<file path="src/include/pdc_map.svh">
// Register offsets, field positions, reset values and fixed codes of the device control bank.
// Assumes inclusion by bare name from the package and the design files.
`ifndef PDC_MAP_SVH
`define PDC_MAP_SVH

`define PDC_ADDR_W 12
`define PDC_OFF_DEVCAP 12'h044
`define PDC_OFF_DEVCTL 12'h048

// device_capabilities fields
`define PDC_CAP_PAYLOAD_LSB 0
`define PDC_CAP_PAYLOAD_MSB 2
`define PDC_CAP_PAYLOAD_RST 3'h4
`define PDC_CAP_SCALE_LSB 26
`define PDC_CAP_SCALE_MSB 27

// device_control fields
`define PDC_CTL_CORR_BIT 0
`define PDC_CTL_NONFATAL_BIT 1
`define PDC_CTL_FATAL_BIT 2
`define PDC_CTL_UNSUP_BIT 3
`define PDC_CTL_RELAX_BIT 4
`define PDC_CTL_PAYLOAD_LSB 5
`define PDC_CTL_PAYLOAD_MSB 7
`define PDC_CTL_EXTTAG_BIT 8
`define PDC_CTL_PHANTOM_BIT 9
`define PDC_CTL_AUXPM_BIT 10
`define PDC_CTL_NOSNOOP_BIT 11
`define PDC_CTL_RDREQ_LSB 12
`define PDC_CTL_RDREQ_MSB 14
`define PDC_CTL_WMASK 16'h01ef

// Payload sizes in bytes
`define PDC_PAYLOAD_128 13'h0080
`define PDC_PAYLOAD_256 13'h0100
`define PDC_PAYLOAD_512 13'h0200
`define PDC_PAYLOAD_1024 13'h0400
`define PDC_PAYLOAD_2048 13'h0800
`define PDC_PAYLOAD_4096 13'h1000
`define PDC_ORIG_REQ_MAX 13'h0080

// Tag limits for sequential tag debug
`define PDC_TAG_MAX_SHORT 8'h1f
`define PDC_TAG_MAX_LONG 8'hff

`endif

</file>
<file path="src/include/pdc_pkg.sv">
// Types shared by the device control bank and its testbench.
// Assumes pdc_map.svh on the include path.
`include "pdc_map.svh"

package pdc_pkg;

  typedef enum logic [1:0] {
    PDC_SCALE_1P0,
    PDC_SCALE_0P1,
    PDC_SCALE_0P01,
    PDC_SCALE_0P001
  } pdc_scale_t;

  typedef struct packed {
    logic corr_err_report_en;
    logic nonfatal_err_report_en;
    logic fatal_err_report_en;
    logic unsup_req_report_en;
    logic [2:0] payload_size_sel;
    logic ext_tag_en;
  } pdc_ctl_t;

  typedef struct packed {
    logic corr;
    logic nonfatal;
    logic fatal;
    logic unsup;
  } pdc_err_t;

  typedef struct packed {
    logic valid;
    logic [7:0] value;
    logic [1:0] scale;
  } pdc_power_msg_t;

endpackage : pdc_pkg

</file>
<file path="src/rtl/pdc_tag_gen.sv">
// Sequential tag generator used in debug mode.
// Assumes one clock domain; advance is a one-cycle pulse from the requester logic.
`timescale 1ns/1ps
`include "pdc_map.svh"

module pdc_tag_gen #(
  parameter int TAG_W = 8
) (
  // Clock and reset
  input wire logic clock,
  input wire logic resetn,
  // Control
  input wire logic enable,
  input wire logic wide,
  input wire logic advance,
  // Tag out
  output logic [TAG_W-1:0] tag
);

  if (TAG_W != 8) begin : g_bad_tag_w
    $error("pdc_tag_gen supports only 8-bit tags");
  end

  logic [7:0] tag_max;

  assign tag_max = wide ? `PDC_TAG_MAX_LONG : `PDC_TAG_MAX_SHORT;

  always_ff @(posedge clock or negedge resetn) begin
    if (!resetn) begin
      tag <= 8'h00;
    end else if (!enable) begin
      tag <= 8'h00;
    end else if (tag > tag_max) begin
      // A tag left above the short range by a mode change restarts at zero
      tag <= 8'h00;
    end else if (advance) begin
      if (tag >= tag_max) begin
        tag <= 8'h00;
      end else begin
        tag <= tag + 8'h01;
      end
    end
  end

  property p_tag_range;
    @(posedge clock) disable iff (!resetn)
      (enable && !wide) |=> (tag <= `PDC_TAG_MAX_SHORT);
  endproperty
  a_tag_range: assert property (p_tag_range) else $error("tag above 31 in short mode");

endmodule : pdc_tag_gen

</file>
<file path="src/rtl/pdc_regs.sv">
// Device control and capabilities register bank of one switch port.
// Assumes a single 20 MHz clock; the power limit message arrives from logic on the same clock.
//
// Operation
// - Upstream port captures power scale from message; downstream reads zero.
// - Scale codes 0..3 mean 1.0x, 0.1x, 0.01x, 0.001x.
// - Bit 0 read-write, reset zero, gates correctable error reporting.
// - Bit 1 read-write, reset zero, gates non-fatal error reporting.
// - Bit 2 read-write, reset zero, gates fatal error reporting.
// - Bit 3 read-write, reset zero, gates unsupported request reporting.
// - Relaxed ordering bit 4 reads zero always.
// - Payload code 0..5 selects 128 to 4096 bytes.
// - Payload codes 6 and 7 act as 128 bytes.
// - Extended tag bit selects tag range 0-31 or 0-255 in debug.
// - Phantom function bit 9 reads zero.
// - Aux power bit 10 reads zero.
// - No-snoop bit 11 reads zero; own requests never set no-snoop.
// - Read request size bits read zero; own requests stay within 128 bytes.
// - Supported payload field resets to code 4, 2048 bytes.
`timescale 1ns/1ps
`include "pdc_map.svh"

module pdc_regs #(
  parameter bit UPSTREAM = 1'b1,
  parameter int ADDR_W = `PDC_ADDR_W
) (
  // Clock and reset
  input wire logic clock,
  input wire logic resetn,
  // Register port
  input wire logic [ADDR_W-1:0] reg_addr,
  input wire logic [31:0] reg_wdata,
  input wire logic reg_wr,
  input wire logic reg_rd,
  output logic [31:0] reg_rdata,
  // Slot power limit message
  input wire pdc_pkg::pdc_power_msg_t power_msg,
  // Error events from the port
  input wire pdc_pkg::pdc_err_t err_detect,
  // Debug control
  input wire logic sequential_tag_debug,
  input wire logic tag_advance,
  // Block outputs
  output pdc_pkg::pdc_err_t err_report,
  output pdc_pkg::pdc_ctl_t ctl_out,
  output logic [12:0] payload_max_bytes,
  output logic [12:0] orig_req_max_bytes,
  output logic [9:0] power_multiplier_milli,
  output logic orig_relaxed_order,
  output logic orig_no_snoop,
  output logic [7:0] debug_tag
);

  if (ADDR_W != `PDC_ADDR_W) begin : g_bad_addr_w
    $error("pdc_regs needs a 12-bit register address");
  end

  // ****************************************
  // Control register
  // ****************************************
  pdc_pkg::pdc_ctl_t ctl_reg;
  logic [15:0] ctl_wdata;
  logic wr_ctl;
  logic wr_cap;

  assign wr_ctl = reg_wr && (reg_addr == `PDC_OFF_DEVCTL);
  assign wr_cap = reg_wr && (reg_addr == `PDC_OFF_DEVCAP);
  assign ctl_wdata = reg_wdata[15:0] & `PDC_CTL_WMASK;

  always_ff @(posedge clock or negedge resetn) begin
    if (!resetn) begin
      ctl_reg <= '0;
    end else if (wr_ctl) begin
      ctl_reg.corr_err_report_en <= ctl_wdata[`PDC_CTL_CORR_BIT];
      ctl_reg.nonfatal_err_report_en <= ctl_wdata[`PDC_CTL_NONFATAL_BIT];
      ctl_reg.fatal_err_report_en <= ctl_wdata[`PDC_CTL_FATAL_BIT];
      ctl_reg.unsup_req_report_en <= ctl_wdata[`PDC_CTL_UNSUP_BIT];
      ctl_reg.payload_size_sel <= ctl_wdata[`PDC_CTL_PAYLOAD_MSB:`PDC_CTL_PAYLOAD_LSB];
      ctl_reg.ext_tag_en <= ctl_wdata[`PDC_CTL_EXTTAG_BIT];
    end
  end

  assign ctl_out = ctl_reg;

  // ****************************************
  // Capabilities: supported payload and power scale
  // ****************************************
  logic [2:0] payload_size_supported_reg;
  logic [1:0] captured_power_scale_reg;

  // Supported size is loadable by software as a hardware-init value
  always_ff @(posedge clock or negedge resetn) begin
    if (!resetn) begin
      payload_size_supported_reg <= `PDC_CAP_PAYLOAD_RST;
    end else if (wr_cap) begin
      payload_size_supported_reg <= reg_wdata[`PDC_CAP_PAYLOAD_MSB:`PDC_CAP_PAYLOAD_LSB];
    end
  end

  always_ff @(posedge clock or negedge resetn) begin
    if (!resetn) begin
      captured_power_scale_reg <= 2'h0;
    end else if (UPSTREAM && power_msg.valid) begin
      captured_power_scale_reg <= power_msg.scale;
    end
  end

  // ****************************************
  // Derived controls
  // ****************************************
  logic [12:0] payload_bytes;

  always_comb begin
    case (ctl_reg.payload_size_sel)
      3'h0: payload_bytes = `PDC_PAYLOAD_128;
      3'h1: payload_bytes = `PDC_PAYLOAD_256;
      3'h2: payload_bytes = `PDC_PAYLOAD_512;
      3'h3: payload_bytes = `PDC_PAYLOAD_1024;
      3'h4: payload_bytes = `PDC_PAYLOAD_2048;
      3'h5: payload_bytes = `PDC_PAYLOAD_4096;
      default: payload_bytes = `PDC_PAYLOAD_128;
    endcase
  end

  logic [9:0] scale_milli;

  always_comb begin
    case (pdc_pkg::pdc_scale_t'(captured_power_scale_reg))
      pdc_pkg::PDC_SCALE_1P0: scale_milli = 10'h3e8;
      pdc_pkg::PDC_SCALE_0P1: scale_milli = 10'h064;
      pdc_pkg::PDC_SCALE_0P01: scale_milli = 10'h00a;
      pdc_pkg::PDC_SCALE_0P001: scale_milli = 10'h001;
      default: scale_milli = 10'h3e8;
    endcase
  end

  always_ff @(posedge clock or negedge resetn) begin
    if (!resetn) begin
      payload_max_bytes <= `PDC_PAYLOAD_128;
      power_multiplier_milli <= 10'h3e8;
    end else begin
      payload_max_bytes <= payload_bytes;
      power_multiplier_milli <= scale_milli;
    end
  end

  // Own requests never carry these attributes or exceed 128 bytes
  assign orig_relaxed_order = 1'b0;
  assign orig_no_snoop = 1'b0;
  assign orig_req_max_bytes = `PDC_ORIG_REQ_MAX;

  // ****************************************
  // Error reporting gates
  // ****************************************
  always_ff @(posedge clock or negedge resetn) begin
    if (!resetn) begin
      err_report <= '0;
    end else begin
      err_report.corr <= err_detect.corr && ctl_reg.corr_err_report_en;
      err_report.nonfatal <= err_detect.nonfatal && ctl_reg.nonfatal_err_report_en;
      err_report.fatal <= err_detect.fatal && ctl_reg.fatal_err_report_en;
      err_report.unsup <= err_detect.unsup && ctl_reg.unsup_req_report_en;
    end
  end

  // ****************************************
  // Debug tag generator
  // ****************************************
  pdc_tag_gen #(
    .TAG_W(8)
  ) u_tag_gen (
    .clock(clock),
    .resetn(resetn),
    .enable(sequential_tag_debug),
    .wide(ctl_reg.ext_tag_en),
    .advance(tag_advance),
    .tag(debug_tag)
  );

  // ****************************************
  // Read path
  // ****************************************
  logic [31:0] ctl_view;
  logic [31:0] cap_view;

  always_comb begin
    ctl_view = 32'h0000_0000;
    ctl_view[`PDC_CTL_CORR_BIT] = ctl_reg.corr_err_report_en;
    ctl_view[`PDC_CTL_NONFATAL_BIT] = ctl_reg.nonfatal_err_report_en;
    ctl_view[`PDC_CTL_FATAL_BIT] = ctl_reg.fatal_err_report_en;
    ctl_view[`PDC_CTL_UNSUP_BIT] = ctl_reg.unsup_req_report_en;
    ctl_view[`PDC_CTL_PAYLOAD_MSB:`PDC_CTL_PAYLOAD_LSB] = ctl_reg.payload_size_sel;
    ctl_view[`PDC_CTL_EXTTAG_BIT] = ctl_reg.ext_tag_en;
    // Bits 4, 9, 10, 11 and 14:12 stay zero
    ctl_view[`PDC_CTL_RELAX_BIT] = 1'b0;
    ctl_view[`PDC_CTL_PHANTOM_BIT] = 1'b0;
    ctl_view[`PDC_CTL_AUXPM_BIT] = 1'b0;
    ctl_view[`PDC_CTL_NOSNOOP_BIT] = 1'b0;
    ctl_view[`PDC_CTL_RDREQ_MSB:`PDC_CTL_RDREQ_LSB] = 3'h0;
  end

  always_comb begin
    cap_view = 32'h0000_0000;
    cap_view[`PDC_CAP_PAYLOAD_MSB:`PDC_CAP_PAYLOAD_LSB] = payload_size_supported_reg;
    cap_view[`PDC_CAP_SCALE_MSB:`PDC_CAP_SCALE_LSB] =
      UPSTREAM ? captured_power_scale_reg : 2'h0;
  end

  always_ff @(posedge clock or negedge resetn) begin
    if (!resetn) begin
      reg_rdata <= 32'h0000_0000;
    end else if (reg_rd) begin
      case (reg_addr)
        `PDC_OFF_DEVCTL: reg_rdata <= ctl_view;
        `PDC_OFF_DEVCAP: reg_rdata <= cap_view;
        default: reg_rdata <= 32'h0000_0000;
      endcase
    end else begin
      reg_rdata <= 32'h0000_0000;
    end
  end

  // ****************************************
  // Assertions
  // ****************************************
  property p_scale_capture;
    @(posedge clock) disable iff (!resetn)
      (UPSTREAM && power_msg.valid && !wr_cap) ##1 reg_rd && reg_addr == `PDC_OFF_DEVCAP
        |=> reg_rdata[27:26] == $past(power_msg.scale, 2);
  endproperty
  a_scale_capture: assert property (p_scale_capture) else $error("scale not captured");

  property p_scale_map;
    @(posedge clock) disable iff (!resetn)
      captured_power_scale_reg == 2'h1 |=> power_multiplier_milli == 10'h064;
  endproperty
  a_scale_map: assert property (p_scale_map) else $error("scale 1 not 0.1x");

  property p_corr_gate;
    @(posedge clock) disable iff (!resetn)
      err_detect.corr |=> err_report.corr == $past(ctl_reg.corr_err_report_en);
  endproperty
  a_corr_gate: assert property (p_corr_gate) else $error("correctable gate wrong");

  property p_nonfatal_wr;
    @(posedge clock) disable iff (!resetn)
      wr_ctl |=> ctl_reg.nonfatal_err_report_en == $past(reg_wdata[1]);
  endproperty
  a_nonfatal_wr: assert property (p_nonfatal_wr) else $error("non-fatal enable lost");

  property p_fatal_gate;
    @(posedge clock) disable iff (!resetn)
      !ctl_reg.fatal_err_report_en ##1 !ctl_reg.fatal_err_report_en |-> !err_report.fatal;
  endproperty
  a_fatal_gate: assert property (p_fatal_gate) else $error("fatal reported while off");

  property p_unsup_gate;
    @(posedge clock) disable iff (!resetn)
      (err_detect.unsup && ctl_reg.unsup_req_report_en) |=> err_report.unsup;
  endproperty
  a_unsup_gate: assert property (p_unsup_gate) else $error("unsup not reported");

  property p_ro_bits;
    @(posedge clock) disable iff (!resetn)
      reg_rd && reg_addr == `PDC_OFF_DEVCTL |=> reg_rdata[31:9] == 23'h0 && !reg_rdata[4];
  endproperty
  a_ro_bits: assert property (p_ro_bits) else $error("hardwired control bits not zero");

  property p_payload_map;
    @(posedge clock) disable iff (!resetn)
      ctl_reg.payload_size_sel == 3'h5 |=> payload_max_bytes == `PDC_PAYLOAD_4096;
  endproperty
  a_payload_map: assert property (p_payload_map) else $error("code 5 not 4096 bytes");

  property p_payload_rsvd;
    @(posedge clock) disable iff (!resetn)
      ctl_reg.payload_size_sel[2:1] == 2'h3 |=> payload_max_bytes == `PDC_PAYLOAD_128;
  endproperty
  a_payload_rsvd: assert property (p_payload_rsvd) else $error("reserved code not 128");

  property p_cap_rsvd;
    @(posedge clock) disable iff (!resetn)
      reg_rd && reg_addr == `PDC_OFF_DEVCAP
        |=> reg_rdata[31:28] == 4'h0 && reg_rdata[25:3] == 23'h0;
  endproperty
  a_cap_rsvd: assert property (p_cap_rsvd) else $error("reserved cap bits set");

  property p_down_scale;
    @(posedge clock) disable iff (!resetn)
      !UPSTREAM && reg_rd && reg_addr == `PDC_OFF_DEVCAP |=> reg_rdata[27:26] == 2'h0;
  endproperty
  a_down_scale: assert property (p_down_scale) else $error("downstream scale not zero");

  property p_scale_hold;
    @(posedge clock) disable iff (!resetn)
      !power_msg.valid |=> $stable(captured_power_scale_reg);
  endproperty
  a_scale_hold: assert property (p_scale_hold) else $error("scale moved unprompted");

  property p_nf_quiet;
    @(posedge clock) disable iff (!resetn)
      !err_detect.nonfatal |=> !err_report.nonfatal;
  endproperty
  a_nf_quiet: assert property (p_nf_quiet) else $error("non-fatal reported unprompted");

endmodule : pdc_regs

</file>
<file path="config.mk">
export PLATFORM = sky130hd
export DESIGN_NAME = pdc_regs
export DESIGN_NICKNAME = d
export VERILOG_FILES = /design/src/include/pdc_pkg.sv /design/src/rtl/pdc_tag_gen.sv /design/src/rtl/pdc_regs.sv
export VERILOG_INCLUDE_DIRS = /design/src /design/src/include
export SDC_FILE = /design/constraint.sdc
export NUM_CORES = 1
export LEC_CHECK = 0
export BUFFER_PORTS_ARGS = -buffer_cell sky130_fd_sc_hd__buf_4
export CAP_MARGIN = 20
export CORE_ASPECT_RATIO = 0.75
export CORE_UTILIZATION = 30
export CTS_BUF_LIST = sky130_fd_sc_hd__clkbuf_8
export CTS_CLUSTER_SIZE = 30
export DETAILED_ROUTE_END_ITERATION = 6
export HOLD_SLACK_MARGIN = 0.08
export RECOVER_POWER = 25
export SYNTH_ARGS = -nofsm -noshare
export SYNTH_HDL_FRONTEND = slang
export SYNTH_HIERARCHICAL = 1
export SYNTH_SLANG_ARGS = --single-unit
</file>
<file path="constraint.sdc">
create_clock -name clock -period 3.9 [get_ports clock]
set_input_delay 0.78 -clock clock [delete_from_list [all_inputs] [get_ports clock]]
set_output_delay 0.78 -clock clock [all_outputs]
set_load 0.005 [all_outputs]
</file>
## Word level (Yosys, flattened, before mapping)

Index checks and enable logic that the tools add are counted.

| word-level totals | value |
|---|---|
| register bits | 80 |
| bits of input ports | 65 |
| output and inout port bits | 90 |
| word-level logic and storage cells | 46 |

| operators by class | value |
|---|---|
| add/subtract/negate cells | 1 |
| $lt $le $gt $ge | 2 |
| eq/ne operators | 11 |
| muxes and demuxes | 9 |
| reduce and logical (&&, ||, !) cells | 7 |

Operator list:

| operator | number |
|---|---|
| 13-bit case mux with 5 select lines | 1 |
| 28-bit case mux with 2 select lines | 1 |
| 8-bit two-way mux | 5 |
| 10-bit case mux with 4 select lines | 1 |
| 32-bit two-way mux | 1 |
| 12-bit by 7-bit == test with 1-bit output (second input constant) | 2 |
| 8-bit by 1-bit adder with 8-bit output (second input constant) | 1 |
| 8-bit greater-or-equal comparator | 1 |
| 8-bit greater-than comparator | 1 |
| 3-bit by 2-bit == test with 1-bit output (second input constant) | 2 |
| 3-bit == test (second input constant) | 2 |
| 1-bit logical AND | 6 |
| 2-bit == test (second input constant) | 2 |
| 3-bit by 1-bit == test with 1-bit output (second input constant) | 1 |
| 3-bit by 1-bit != test with 1-bit output (second input constant) | 1 |
| 2-bit by 1-bit == test with 1-bit output (second input constant) | 1 |
| 2-bit zero test | 1 |

## Longest topological paths before layout

Gate-level depths: netlist of the first run.

| depth | value |
|---|---|
| depth after elaboration | 6 |
| gate-level depth with buffers | 8 |
| depth with buffers taken out | 7 |

## Hierarchy

Netlist of the first run, hierarchy kept.

By module, submodules not included:

| module | times used | cells an instance | area an instance (µm²) | sequential area each (µm²) |
|---|---|---|---|---|
| pdc_regs | 1 | 147 | 1796.7 | 982.2 |
| pdc_tag_gen | 1 | 65 | 544.3 | 200.2 |

## Worst setup path before layout of the first run

OpenSTA, ideal clock, no wires.

| timing | value |
|---|---|
| path kind | input to register |
| from | input port reg_addr[5] |
| to | register ctl_reg, in the netlist ctl_out[0] |
| setup time | 125 ps |
| arrival | 1794 ps |
| required time | 3775 ps |
| slack | 1981 ps |
| stages | 3 |
| buffers on the path | 0 |
| cells stage by stage | nor4b_1 > nand4_2 > mux2_2 |

| on the way | value |
|---|---|
| cells in the longest elaborated chain, start to end | 2 |

Ends and longest elaborated chain:

| element | RTL line | source |
|---|---|---|
| start: declaration | pdc_regs.sv:31 | `input wire logic [ADDR_W-1:0] reg_addr,` |
| 12-bit by 7-bit == test with 1-bit output | n/a |  |
| 1-bit logical AND | pdc_regs.sv:66 | `` assign wr_ctl = reg_wr && (reg_addr == `PDC_OFF_DEVCTL); `` |
| end: declaration | pdc_regs.sv:61 | `pdc_pkg::pdc_ctl_t ctl_reg;` |

Every way passes these cells.
A chain may end at the register's enable or synchronous reset.

## Worst setup path after layout of the first run

| timing | value |
|---|---|
| from | register ctl_reg, in the netlist ctl_out[0] |
| to | register u_tag_gen.tag[7] |

| on the way | value |
|---|---|
| cells in the longest elaborated chain, start to end | 6 |
| elaborated cells between the ends (all ways) | 8 |
| those cells by class | order compare (2); eq/ne (1); mux (5) |

Ends and longest elaborated chain:

| element | RTL line | source |
|---|---|---|
| 8-bit two-way mux (no source line) * | n/a |  |
| 8-bit greater-or-equal comparator | pdc_tag_gen.sv:37 | `if (tag >= tag_max) begin` |
| 8-bit two-way mux | pdc_tag_gen.sv:37 |  |
| 8-bit two-way mux | pdc_tag_gen.sv:36 | `end else if (advance) begin` |
| 8-bit two-way mux | pdc_tag_gen.sv:33 | `end else if (tag > tag_max) begin` |
| 8-bit two-way mux | pdc_tag_gen.sv:31 | `end else if (!enable) begin` |
| end signal: assignment | pdc_tag_gen.sv:40 | `tag <= tag + 8'h01;` |
| end: declaration | pdc_tag_gen.sv:17 | `output logic [TAG_W-1:0] tag` |

Every way passes the cells marked *; elsewhere a longest branch is shown, timed or not. The select of a mux whose other input is x is not followed.

==> metrics.txt, run 1 <==
# TYPE chip_impl_metric gauge
chip_impl_info{name="outcome",value="finished, final reports clean"} 1
chip_impl_metric{name="postCtsSetupBuffers",unit=""} 0
chip_impl_metric{name="number_of_antenna_violations_at_the_first_check_in_global_routing",unit=""} 0
chip_impl_metric{name="yosysSeqAreaShare",unit="%"} 50.5
chip_impl_metric{name="power_per_cell_area",unit="nW/um2"} 305
chip_impl_metric{name="pre_repair_dr_iteration_count",unit=""} 4
chip_impl_metric{name="totalNegativeSetupSlack",unit="ps"} 0
chip_impl_metric{name="max_clock_freq",unit="MHz"} 481
chip_impl_metric{name="gp_congestion",unit=""} 0.818
chip_impl_metric{name="cts-htree-levels",unit=""} 2
chip_impl_info{name="largest-register",value="reg_rdata"} 1
chip_impl_metric{name="timing_max_transition_violations_final",unit=""} 0
chip_impl_metric{name="detail_route.drc_violations",unit=""} 0
chip_impl_metric{name="p_leak",unit="nW"} 1.51
chip_impl_metric{name="flow.area_growth_from_synthesis",unit="%"} 25.4
chip_impl_metric{name="numClockSinks",unit=""} 47
chip_impl_metric{name="number_of_primary_i_o_pins",unit=""} 155
chip_impl_metric{name="p_comb_share",unit="%"} 9.7
chip_impl_metric{name="drt_iter0_markers",unit=""} 72
chip_impl_metric{name="largest_reg_flops",unit=""} 10
chip_impl_metric{name="final_util",unit="%"} 39.5
chip_impl_info{name="hold_path_origin",value="captured_power_scale_reg[1]"} 1
chip_impl_metric{name="finalHoldViolations",unit=""} 0
chip_impl_metric{name="finish.instance_area",unit="um2"} 2940
chip_impl_metric{name="cp.required",unit="ps"} 4120
chip_impl_metric{name="setup_viol",unit=""} 0
chip_impl_metric{name="cp_data_arrival_time",unit="ps"} 2300
chip_impl_metric{name="cts_buffers",unit=""} 5
chip_impl_metric{name="grt_pass1_vias",unit=""} 1544
chip_impl_info{name="slowest_stage",value="sky130_fd_sc_hd__or4_1"} 1
chip_impl_metric{name="sw_frac_of_total",unit="%"} 23.5
chip_impl_metric{name="syn_area_per_cell",unit="um2"} 11.0
chip_impl_metric{name="grt_pass1_wl",unit="um"} 7670
chip_impl_metric{name="clk_pin_slew_worst_paths",unit="ps"} 80
chip_impl_metric{name="cts_repair_resize_count",unit=""} 0
chip_impl_metric{name="ys_seq_elements",unit=""} 47
chip_impl_metric{name="core_region_area",unit="um2"} 7430
chip_impl_metric{name="port_buffers",unit=""} 77
chip_impl_metric{name="cell_internal_pwr",unit="uW"} 684
chip_impl_metric{name="post-layout-total-power",unit="uW"} 895
chip_impl_info{name="endpoint",value="u_tag_gen/tag[7]"} 1
chip_impl_info{name="netlist.top_cell.by_area",value="sky130_fd_sc_hd__dfrtp_1"} 1
chip_impl_metric{name="netSwitchingPower",unit="uW"} 211
chip_impl_metric{name="vdd.ir_drop.worst",unit="V"} 0.000130
chip_impl_metric{name="design.die.area",unit="um2"} 8160
chip_impl_metric{name="insertedDiodeCount",unit=""} 0
chip_impl_metric{name="finalCritPeriodShare",unit="%"} 53.3
chip_impl_info{name="cts_root_buffer",value="sky130_fd_sc_hd__clkbuf_8"} 1
chip_impl_metric{name="post_cts_hold_buffer_count",unit=""} 0
chip_impl_metric{name="die_y",unit="um"} 78.5
chip_impl_metric{name="worst-path-stages",unit=""} 6
chip_impl_metric{name="wl_per_cell",unit="um"} 11.8
chip_impl_metric{name="power_frac_clock",unit="%"} 33.8
chip_impl_metric{name="floorplan.initialDensity",unit="%"} 31.5
chip_impl_metric{name="final.min_clock_period",unit="ps"} 2080
chip_impl_metric{name="synth.cell_area",unit="um2"} 2340
chip_impl_metric{name="dieWidth",unit="um"} 104
chip_impl_info{name="critPathLaunch",value="ctl_out[0]"} 1
chip_impl_info{name="reg2reg_to",value="u_tag_gen/tag[7]"} 1
chip_impl_metric{name="core.rowCount",unit=""} 27
chip_impl_info{name="worst_path_most_repeated_cell",value="sky130_fd_sc_hd__a21oi_1"} 1
chip_impl_info{name="worstReg2RegStart",value="ctl_out[0]"} 1
chip_impl_info{name="critPathCaptureType",value="flop"} 1
chip_impl_metric{name="timing.critical_path.slowest_cell_delay",unit="ps"} 540
chip_impl_info{name="tritoncts",value="done"} 1
chip_impl_metric{name="hpwlAfterDp",unit="um"} 3510
chip_impl_info{name="synthTopCellsByArea",value="sky130_fd_sc_hd__dfrtp_1, sky130_fd_sc_hd__buf_4, sky130_fd_sc_hd__dfstp_2, sky130_fd_sc_hd__mux2_2, sky130_fd_sc_hd__and2_1"} 1
chip_impl_metric{name="maximum_number_of_pins_on_one_net_before_global_route_repair",unit=""} 48
chip_impl_info{name="route.top_layer_used",value="met4"} 1
chip_impl_metric{name="drv.max_cap_violation_count",unit=""} 0
chip_impl_metric{name="dpl-instance-area",unit="um2"} 2840
chip_impl_metric{name="tightestPinTransition",unit="ps"} 579
chip_impl_info{name="critical_path.top_delay_family",value="simple AND/OR/NAND/NOR gates"} 1
chip_impl_metric{name="proportion_of_netlist_area_held_by_the_largest_area_contributor",unit="%"} 44.9
chip_impl_metric{name="dr_wl_met3",unit="um"} 368
chip_impl_metric{name="grt.overflow.total",unit=""} 0
chip_impl_metric{name="timing.reg2reg.setup_slack",unit="ps"} 1820
chip_impl_metric{name="clock_tree.buffer_depth",unit=""} 2
chip_impl_info{name="crit_path_start_kind",value="flop"} 1
chip_impl_metric{name="placedCellCount",unit=""} 384
chip_impl_metric{name="yosys.cell_types.count",unit=""} 40
chip_impl_metric{name="worst_slew_margin",unit="%"} 61.4
chip_impl_metric{name="postRouteWirelength",unit="um"} 4610
chip_impl_metric{name="r2r_cells",unit=""} 6
chip_impl_info{name="crit_path_cell_trace",value="inv_1 > ha_1 > a21oi_1 > nand3_1 > or4_1 > a21oi_1"} 1
chip_impl_metric{name="routed-via-count",unit=""} 1651
chip_impl_metric{name="met2WireLength",unit="um"} 2010
chip_impl_metric{name="finClkSkew",unit="ps"} 2.46
chip_impl_metric{name="drive_above_1_share",unit="%"} 37.1
chip_impl_metric{name="synth_cells",unit=""} 212
chip_impl_metric{name="critPathMaxFanout",unit=""} 7
chip_impl_info{name="worstSetupPathType",value="flop to flop"} 1
chip_impl_metric{name="layout.cells.non_filler",unit=""} 392
chip_impl_metric{name="synthesis.yosys.warnings",unit=""} 6
chip_impl_metric{name="critPathBufInv",unit=""} 1
chip_impl_metric{name="gr-usage-all-layers",unit="%"} 11.9
chip_impl_metric{name="postRouteAntennaNets",unit=""} 0
chip_impl_metric{name="met1_length",unit="um"} 2180
chip_impl_metric{name="clkLatencyLatePin",unit="ps"} 290
chip_impl_metric{name="finish.net_count",unit=""} 359
chip_impl_info{name="rsz0062_at_grt",value="no"} 1
chip_impl_metric{name="seq_power_share",unit="%"} 56.5
chip_impl_info{name="path_class_of_the_lowest_slack_min_delay_path",value="flop to flop"} 1
chip_impl_metric{name="detail_route.vias_per_cell",unit=""} 4.21
==> logic make-up after synthesis <==
family / Yosys count / share of synthesized area (%)
and+or+nand+nor: 72 / 19.5
buffers and inverters: 53 / 16.2
muxes: 11 / 5.29
AOI/OAI and AO/OA: 23 / 6.04
adders and majority gates: 4 / 2.14
other: 2 / 0.321
DFF: 47 / 50.5
==> worst min path at each step <==
stage                                     end  cells past startpoint
global placement    power_multiplier_milli[8]                      1
CTS                 power_multiplier_milli[8]                      1
floorplan           power_multiplier_milli[8]                      1
finish              power_multiplier_milli[8]                      1
global route        power_multiplier_milli[8]                      1
detailed placement  power_multiplier_milli[8]                      1
==> per-layer routing <==
layer	vias up	global-route usage, %
li1	797	-
met3	5	3.90
met1	772	16.0
met5	-	0
met4	0	4.29
met2	77	17.9
==> stage by stage <==
stage | hold slack [ps] | setup WS (ps)
finish | 432 | 1820
floorplan | 398 | 1980
CTS | 441 | 1860
detailed placement | 429 | 1620
global route | 475 | 1740
global placement | 426 | 1640
==> power by group through the flow <==
stage / combinational (mW) / clock, mW / sequential, mW
after floorplan: 0.0649 / 0 / 0.516
after global placement: 0.0869 / 0 / 0.515
after detailed placement: 0.0879 / 0 / 0.516
after CTS: 0.0880 / 0.321 / 0.506
after global routing: 0.0979 / 0.338 / 0.508
final: 0.0867 / 0.302 / 0.506
==> cells in the mapped netlist <==
master	count
sky130_fd_sc_hd__a21o_1	1
sky130_fd_sc_hd__a21oi_1	7
sky130_fd_sc_hd__a21oi_2	1
sky130_fd_sc_hd__a22oi_1	4
sky130_fd_sc_hd__a311oi_1	1
sky130_fd_sc_hd__and2_1	10
sky130_fd_sc_hd__and3_1	3
sky130_fd_sc_hd__and3b_1	2
sky130_fd_sc_hd__and4_4	1
sky130_fd_sc_hd__buf_4	48
sky130_fd_sc_hd__clkbuf_2	1
sky130_fd_sc_hd__conb_1	2
sky130_fd_sc_hd__dfrtp_1	42
sky130_fd_sc_hd__dfstp_2	5
sky130_fd_sc_hd__ha_1	4
sky130_fd_sc_hd__inv_1	4
sky130_fd_sc_hd__mux2_2	11
sky130_fd_sc_hd__nand2_1	5
sky130_fd_sc_hd__nand2b_1	1
sky130_fd_sc_hd__nand3_1	8
sky130_fd_sc_hd__nand3b_1	2
sky130_fd_sc_hd__nand4_1	3
sky130_fd_sc_hd__nand4_2	1
sky130_fd_sc_hd__nor2_1	14
sky130_fd_sc_hd__nor2b_1	2
sky130_fd_sc_hd__nor3_1	4
sky130_fd_sc_hd__nor3b_1	6
sky130_fd_sc_hd__nor4_1	1
sky130_fd_sc_hd__nor4b_1	1
sky130_fd_sc_hd__nor4b_4	1
sky130_fd_sc_hd__o211ai_1	1
sky130_fd_sc_hd__o21ai_0	2
sky130_fd_sc_hd__o21ai_1	5
sky130_fd_sc_hd__o32ai_1	1
sky130_fd_sc_hd__or3_1	2
sky130_fd_sc_hd__or3_4	1
sky130_fd_sc_hd__or3b_2	1
sky130_fd_sc_hd__or4_1	1
sky130_fd_sc_hd__or4_4	1
sky130_fd_sc_hd__or4b_4	1
==> layout make-up <==
cell class / instances / area (um2)
clock buffers: 6 / 82.6
fillers: 770 / 4500
flip-flops and latches: 47 / 1180
inverters: 4 / 15.0
repair buffers: 77 / 574
well taps: 101 / 126
clock inverters: 2 / 16.3
multi-input cells: 155 / 940
==> placed cells by master, fill, tap and decap left out, drive strengths merged, types with 2 or more instances in the layout <==
cell    synthesis  final
buf            48     72
nor2           14     14
mux2           11     11
nand4           4      4
o21ai           7      7
nor3            4      4
nor4b           2      2
nand2           5      5
nand3b          2      2
and3b           2      2
and2           10     10
and3            3      3
conb            2     45
nand3           8      8
dfrtp          42     42
a21oi           8      8
nor3b           6      6
or3             3      3
ha              4      4
dfstp           5      5
inv             4      4
a22oi           4      4
clkbuf          1     11
nor2b           2      2
or4             2      2
No activity file was read; power rests on OpenSTA's default activity.
==> run 2, diff against run 1 <==
clock period = 2.08 ns   (was 3.9 ns; I/O delays follow)
==> run 2 against run 1 <==
Via count is 0.79% lower. Hold slack got worse by 120 ps. Fmax up 8.4%. Clock-buffer cell count unchanged. Largest cell class unchanged.
==> metrics.txt, run 2 (same netlist as run 1, synthesis figures left out) <==
# TYPE chip_impl_metric gauge
chip_impl_info{name="outcome",value="finished, final reports clean"} 1
chip_impl_metric{name="power_frac_clock",unit="%"} 33.8
chip_impl_metric{name="core.rowCount",unit=""} 27
chip_impl_metric{name="cp.required",unit="ps"} 2290
chip_impl_metric{name="finalCritPeriodShare",unit="%"} 92.1
chip_impl_metric{name="timing_max_transition_violations_final",unit=""} 0
chip_impl_metric{name="totalNegativeSetupSlack",unit="ps"} 0
chip_impl_metric{name="flow.area_growth_from_synthesis",unit="%"} 27.9
chip_impl_metric{name="timing.reg2reg.setup_slack",unit="ps"} 160
chip_impl_info{name="crit_path_cell_trace",value="inv_1 > ha_1 > and2_1 > and3_1 > or4_1 > a21oi_1"} 1
chip_impl_info{name="whs_endpoint",value="captured_power_scale_reg[0]"} 1
chip_impl_info{name="path_class_of_the_lowest_slack_min_delay_path",value="input port to flop"} 1
chip_impl_metric{name="cell_internal_pwr",unit="mW"} 1.29
chip_impl_metric{name="tightestPinTransition",unit="ps"} 1150
chip_impl_metric{name="maximum_number_of_pins_on_one_net_before_global_route_repair",unit=""} 48
chip_impl_metric{name="finalHoldViolations",unit=""} 0
chip_impl_metric{name="worst_slew_margin",unit="%"} 23.1
chip_impl_metric{name="p_comb_share",unit="%"} 10.1
chip_impl_metric{name="drt_iter0_markers",unit=""} 39
chip_impl_metric{name="global_route.usage.met1",unit="%"} 16.1
chip_impl_metric{name="setup_viol",unit=""} 0
chip_impl_metric{name="final.min_clock_period",unit="ps"} 1920
chip_impl_metric{name="grt.overflow.total",unit=""} 0
chip_impl_metric{name="numClockSinks",unit=""} 47
chip_impl_metric{name="postRouteAntennaNets",unit=""} 0
chip_impl_metric{name="dieWidth",unit="um"} 104
chip_impl_info{name="largest-register",value="reg_rdata"} 1
chip_impl_metric{name="dpl-instance-area",unit="um2"} 2880
chip_impl_metric{name="finish.net_count",unit=""} 364
chip_impl_metric{name="critPathMaxFanout",unit=""} 4
chip_impl_metric{name="finClkSkew",unit="ps"} 5.44
chip_impl_metric{name="floorplan.initialDensity",unit="%"} 31.5
chip_impl_metric{name="insertedDiodeCount",unit=""} 0
chip_impl_metric{name="largest_reg_flops",unit=""} 10
chip_impl_info{name="hold_path_origin",value="power_msg[10]"} 1
chip_impl_metric{name="port_buffers",unit=""} 77
chip_impl_info{name="tritoncts",value="done"} 1
chip_impl_info{name="cts_root_buffer",value="sky130_fd_sc_hd__clkbuf_8"} 1
chip_impl_metric{name="number_of_primary_i_o_pins",unit=""} 155
chip_impl_metric{name="cp_data_arrival_time",unit="ps"} 2130
chip_impl_metric{name="routed-via-count",unit=""} 1638
chip_impl_metric{name="r2r_cells",unit=""} 6
chip_impl_metric{name="core_region_area",unit="um2"} 7430
chip_impl_metric{name="globalRouteMet2Util",unit="%"} 16.9
chip_impl_metric{name="max_clock_freq",unit="MHz"} 522
chip_impl_metric{name="postCtsSetupBuffers",unit=""} 0
chip_impl_metric{name="drive_above_1_share",unit="%"} 39.5
chip_impl_metric{name="clk_pin_slew_worst_paths",unit="ps"} 80
chip_impl_metric{name="dpl_worst_slack",unit="ps"} 149
chip_impl_metric{name="grt_pass1_vias",unit=""} 1504
chip_impl_metric{name="clock_tree.buffer_depth",unit=""} 2
chip_impl_metric{name="met3_track_usage_gr",unit="%"} 3.16
chip_impl_metric{name="pre_repair_dr_iteration_count",unit=""} 4
chip_impl_metric{name="clkLatencyLatePin",unit="ps"} 290
chip_impl_metric{name="timing.critical_path.slowest_cell_delay",unit="ps"} 510
chip_impl_metric{name="hpwlAfterDp",unit="um"} 3530
chip_impl_metric{name="design.die.area",unit="um2"} 8160
chip_impl_info{name="crit_path_start_kind",value="flop"} 1
chip_impl_metric{name="cts-htree-levels",unit=""} 2
chip_impl_metric{name="postRouteWirelength",unit="um"} 4620
chip_impl_info{name="worstSetupPathType",value="flop to flop"} 1
chip_impl_metric{name="vdd.ir_drop.worst",unit="V"} 0.000257
chip_impl_info{name="layout_commonest_cell",value="sky130_fd_sc_hd__buf_4"} 1
chip_impl_info{name="global_route.peak_usage_layer",value="met2"} 1
chip_impl_info{name="highest_count_cells_in_the_layout_ignoring_fill_and_taps",value="sky130_fd_sc_hd__buf_4, sky130_fd_sc_hd__conb_1, sky130_fd_sc_hd__dfrtp_1"} 1
chip_impl_metric{name="seq_power_share",unit="%"} 56.1
chip_impl_metric{name="grt_pass1_wl",unit="um"} 7380
chip_impl_metric{name="gp_congestion",unit=""} 0.801
chip_impl_metric{name="hold_depth",unit=""} 2
chip_impl_metric{name="placedCellCount",unit=""} 389
chip_impl_info{name="worstReg2RegStart",value="ctl_out[0]"} 1
chip_impl_metric{name="gr-usage-all-layers",unit="%"} 11.5
chip_impl_metric{name="drv.max_cap_violation_count",unit=""} 0
chip_impl_metric{name="sw_frac_of_total",unit="%"} 23.6
chip_impl_metric{name="worst_hold_slack_across_all_endpoints",unit="ps"} 315
chip_impl_metric{name="detail_route.vias_per_cell",unit=""} 4.13
chip_impl_info{name="slowest_stage",value="sky130_fd_sc_hd__or4_1"} 1
chip_impl_metric{name="power_per_cell_area",unit="nW/um2"} 564
chip_impl_info{name="rsz0062_at_grt",value="no"} 1
chip_impl_metric{name="number_of_antenna_violations_at_the_first_check_in_global_routing",unit=""} 0
chip_impl_info{name="critPathCaptureType",value="flop"} 1
chip_impl_metric{name="detail_route.drc_violations",unit=""} 0
chip_impl_metric{name="layout.cells.non_filler",unit=""} 397
chip_impl_info{name="reg2reg_to",value="u_tag_gen/tag[7]"} 1
chip_impl_metric{name="cts_buffers",unit=""} 5
chip_impl_metric{name="netSwitchingPower",unit="uW"} 399
chip_impl_metric{name="finish.instance_area",unit="um2"} 2990
chip_impl_metric{name="die_y",unit="um"} 78.5
chip_impl_metric{name="wl_per_cell",unit="um"} 11.6
chip_impl_metric{name="setup_slack",unit="ps"} 164
chip_impl_metric{name="p_leak",unit="nW"} 1.55
run 2: worst max-delay path by stage:
stage / from / endpoint / slack [ps]
3_3_place_gp: ctl_out[0] / u_tag_gen/tag[7] / 160
3_5_place_dp: reg_addr[5] / ctl_out[3] / 150
4_1_cts: ctl_out[0] / u_tag_gen/tag[7] / 150
2_1_floorplan: ctl_out[0] / u_tag_gen/tag[7] / 180
6_report: ctl_out[0] / u_tag_gen/tag[7] / 160
5_1_grt: u_tag_gen/tag[1] / u_tag_gen/tag[7] / 40
run 2: worst max-delay path: cells and delay by family (launching register included):
family | cells | cell delay (ps)
and+or+nand+nor | 3 | 860
DFF | 1 | 380
adders and majority gates | 1 | 290
AOI/OAI and AO/OA | 1 | 190
buffers and inverters | 1 | 120
run 2: repair_timing:
action                     CTS  global route
hold buffers                 0             0
resized for setup            0             4
setup endpoints to repair    0             4
run 2: cell type report:
type,instances,area (um2)
flip-flops and latches,47,1180
clock buffers,6,82.6
fillers,753,4440
clock inverters,2,16.3
well taps,101,126
repair buffers,82,613
inverters,4,15.0
multi-input cells,155,958
run 2: power by group through the flow:
stage	Clock, mW	Combinational [mW]	Sequential, mW
detailed placement	0	0.171	0.966
finish	0.570	0.170	0.948
global placement	0	0.169	0.965
CTS	0.602	0.171	0.948
global route	0.638	0.191	0.952
floorplan	0	0.122	0.967
run 2: stage by stage:
step / util, % / power (mW)
after floorplan: - / 1.09
after global placement: 38.7 / 1.13
after detailed placement: 38.7 / 1.14
after CTS: 40.1 / 1.72
after global routing: 40.3 / 1.78
final: 40.3 / 1.69
run 2: layer usage:
layer,vias to the layer above,wire length [um]
met5,-,0
met4,0,51
met3,5,268
met2,63,2020
met1,766,2280
li1,804,-
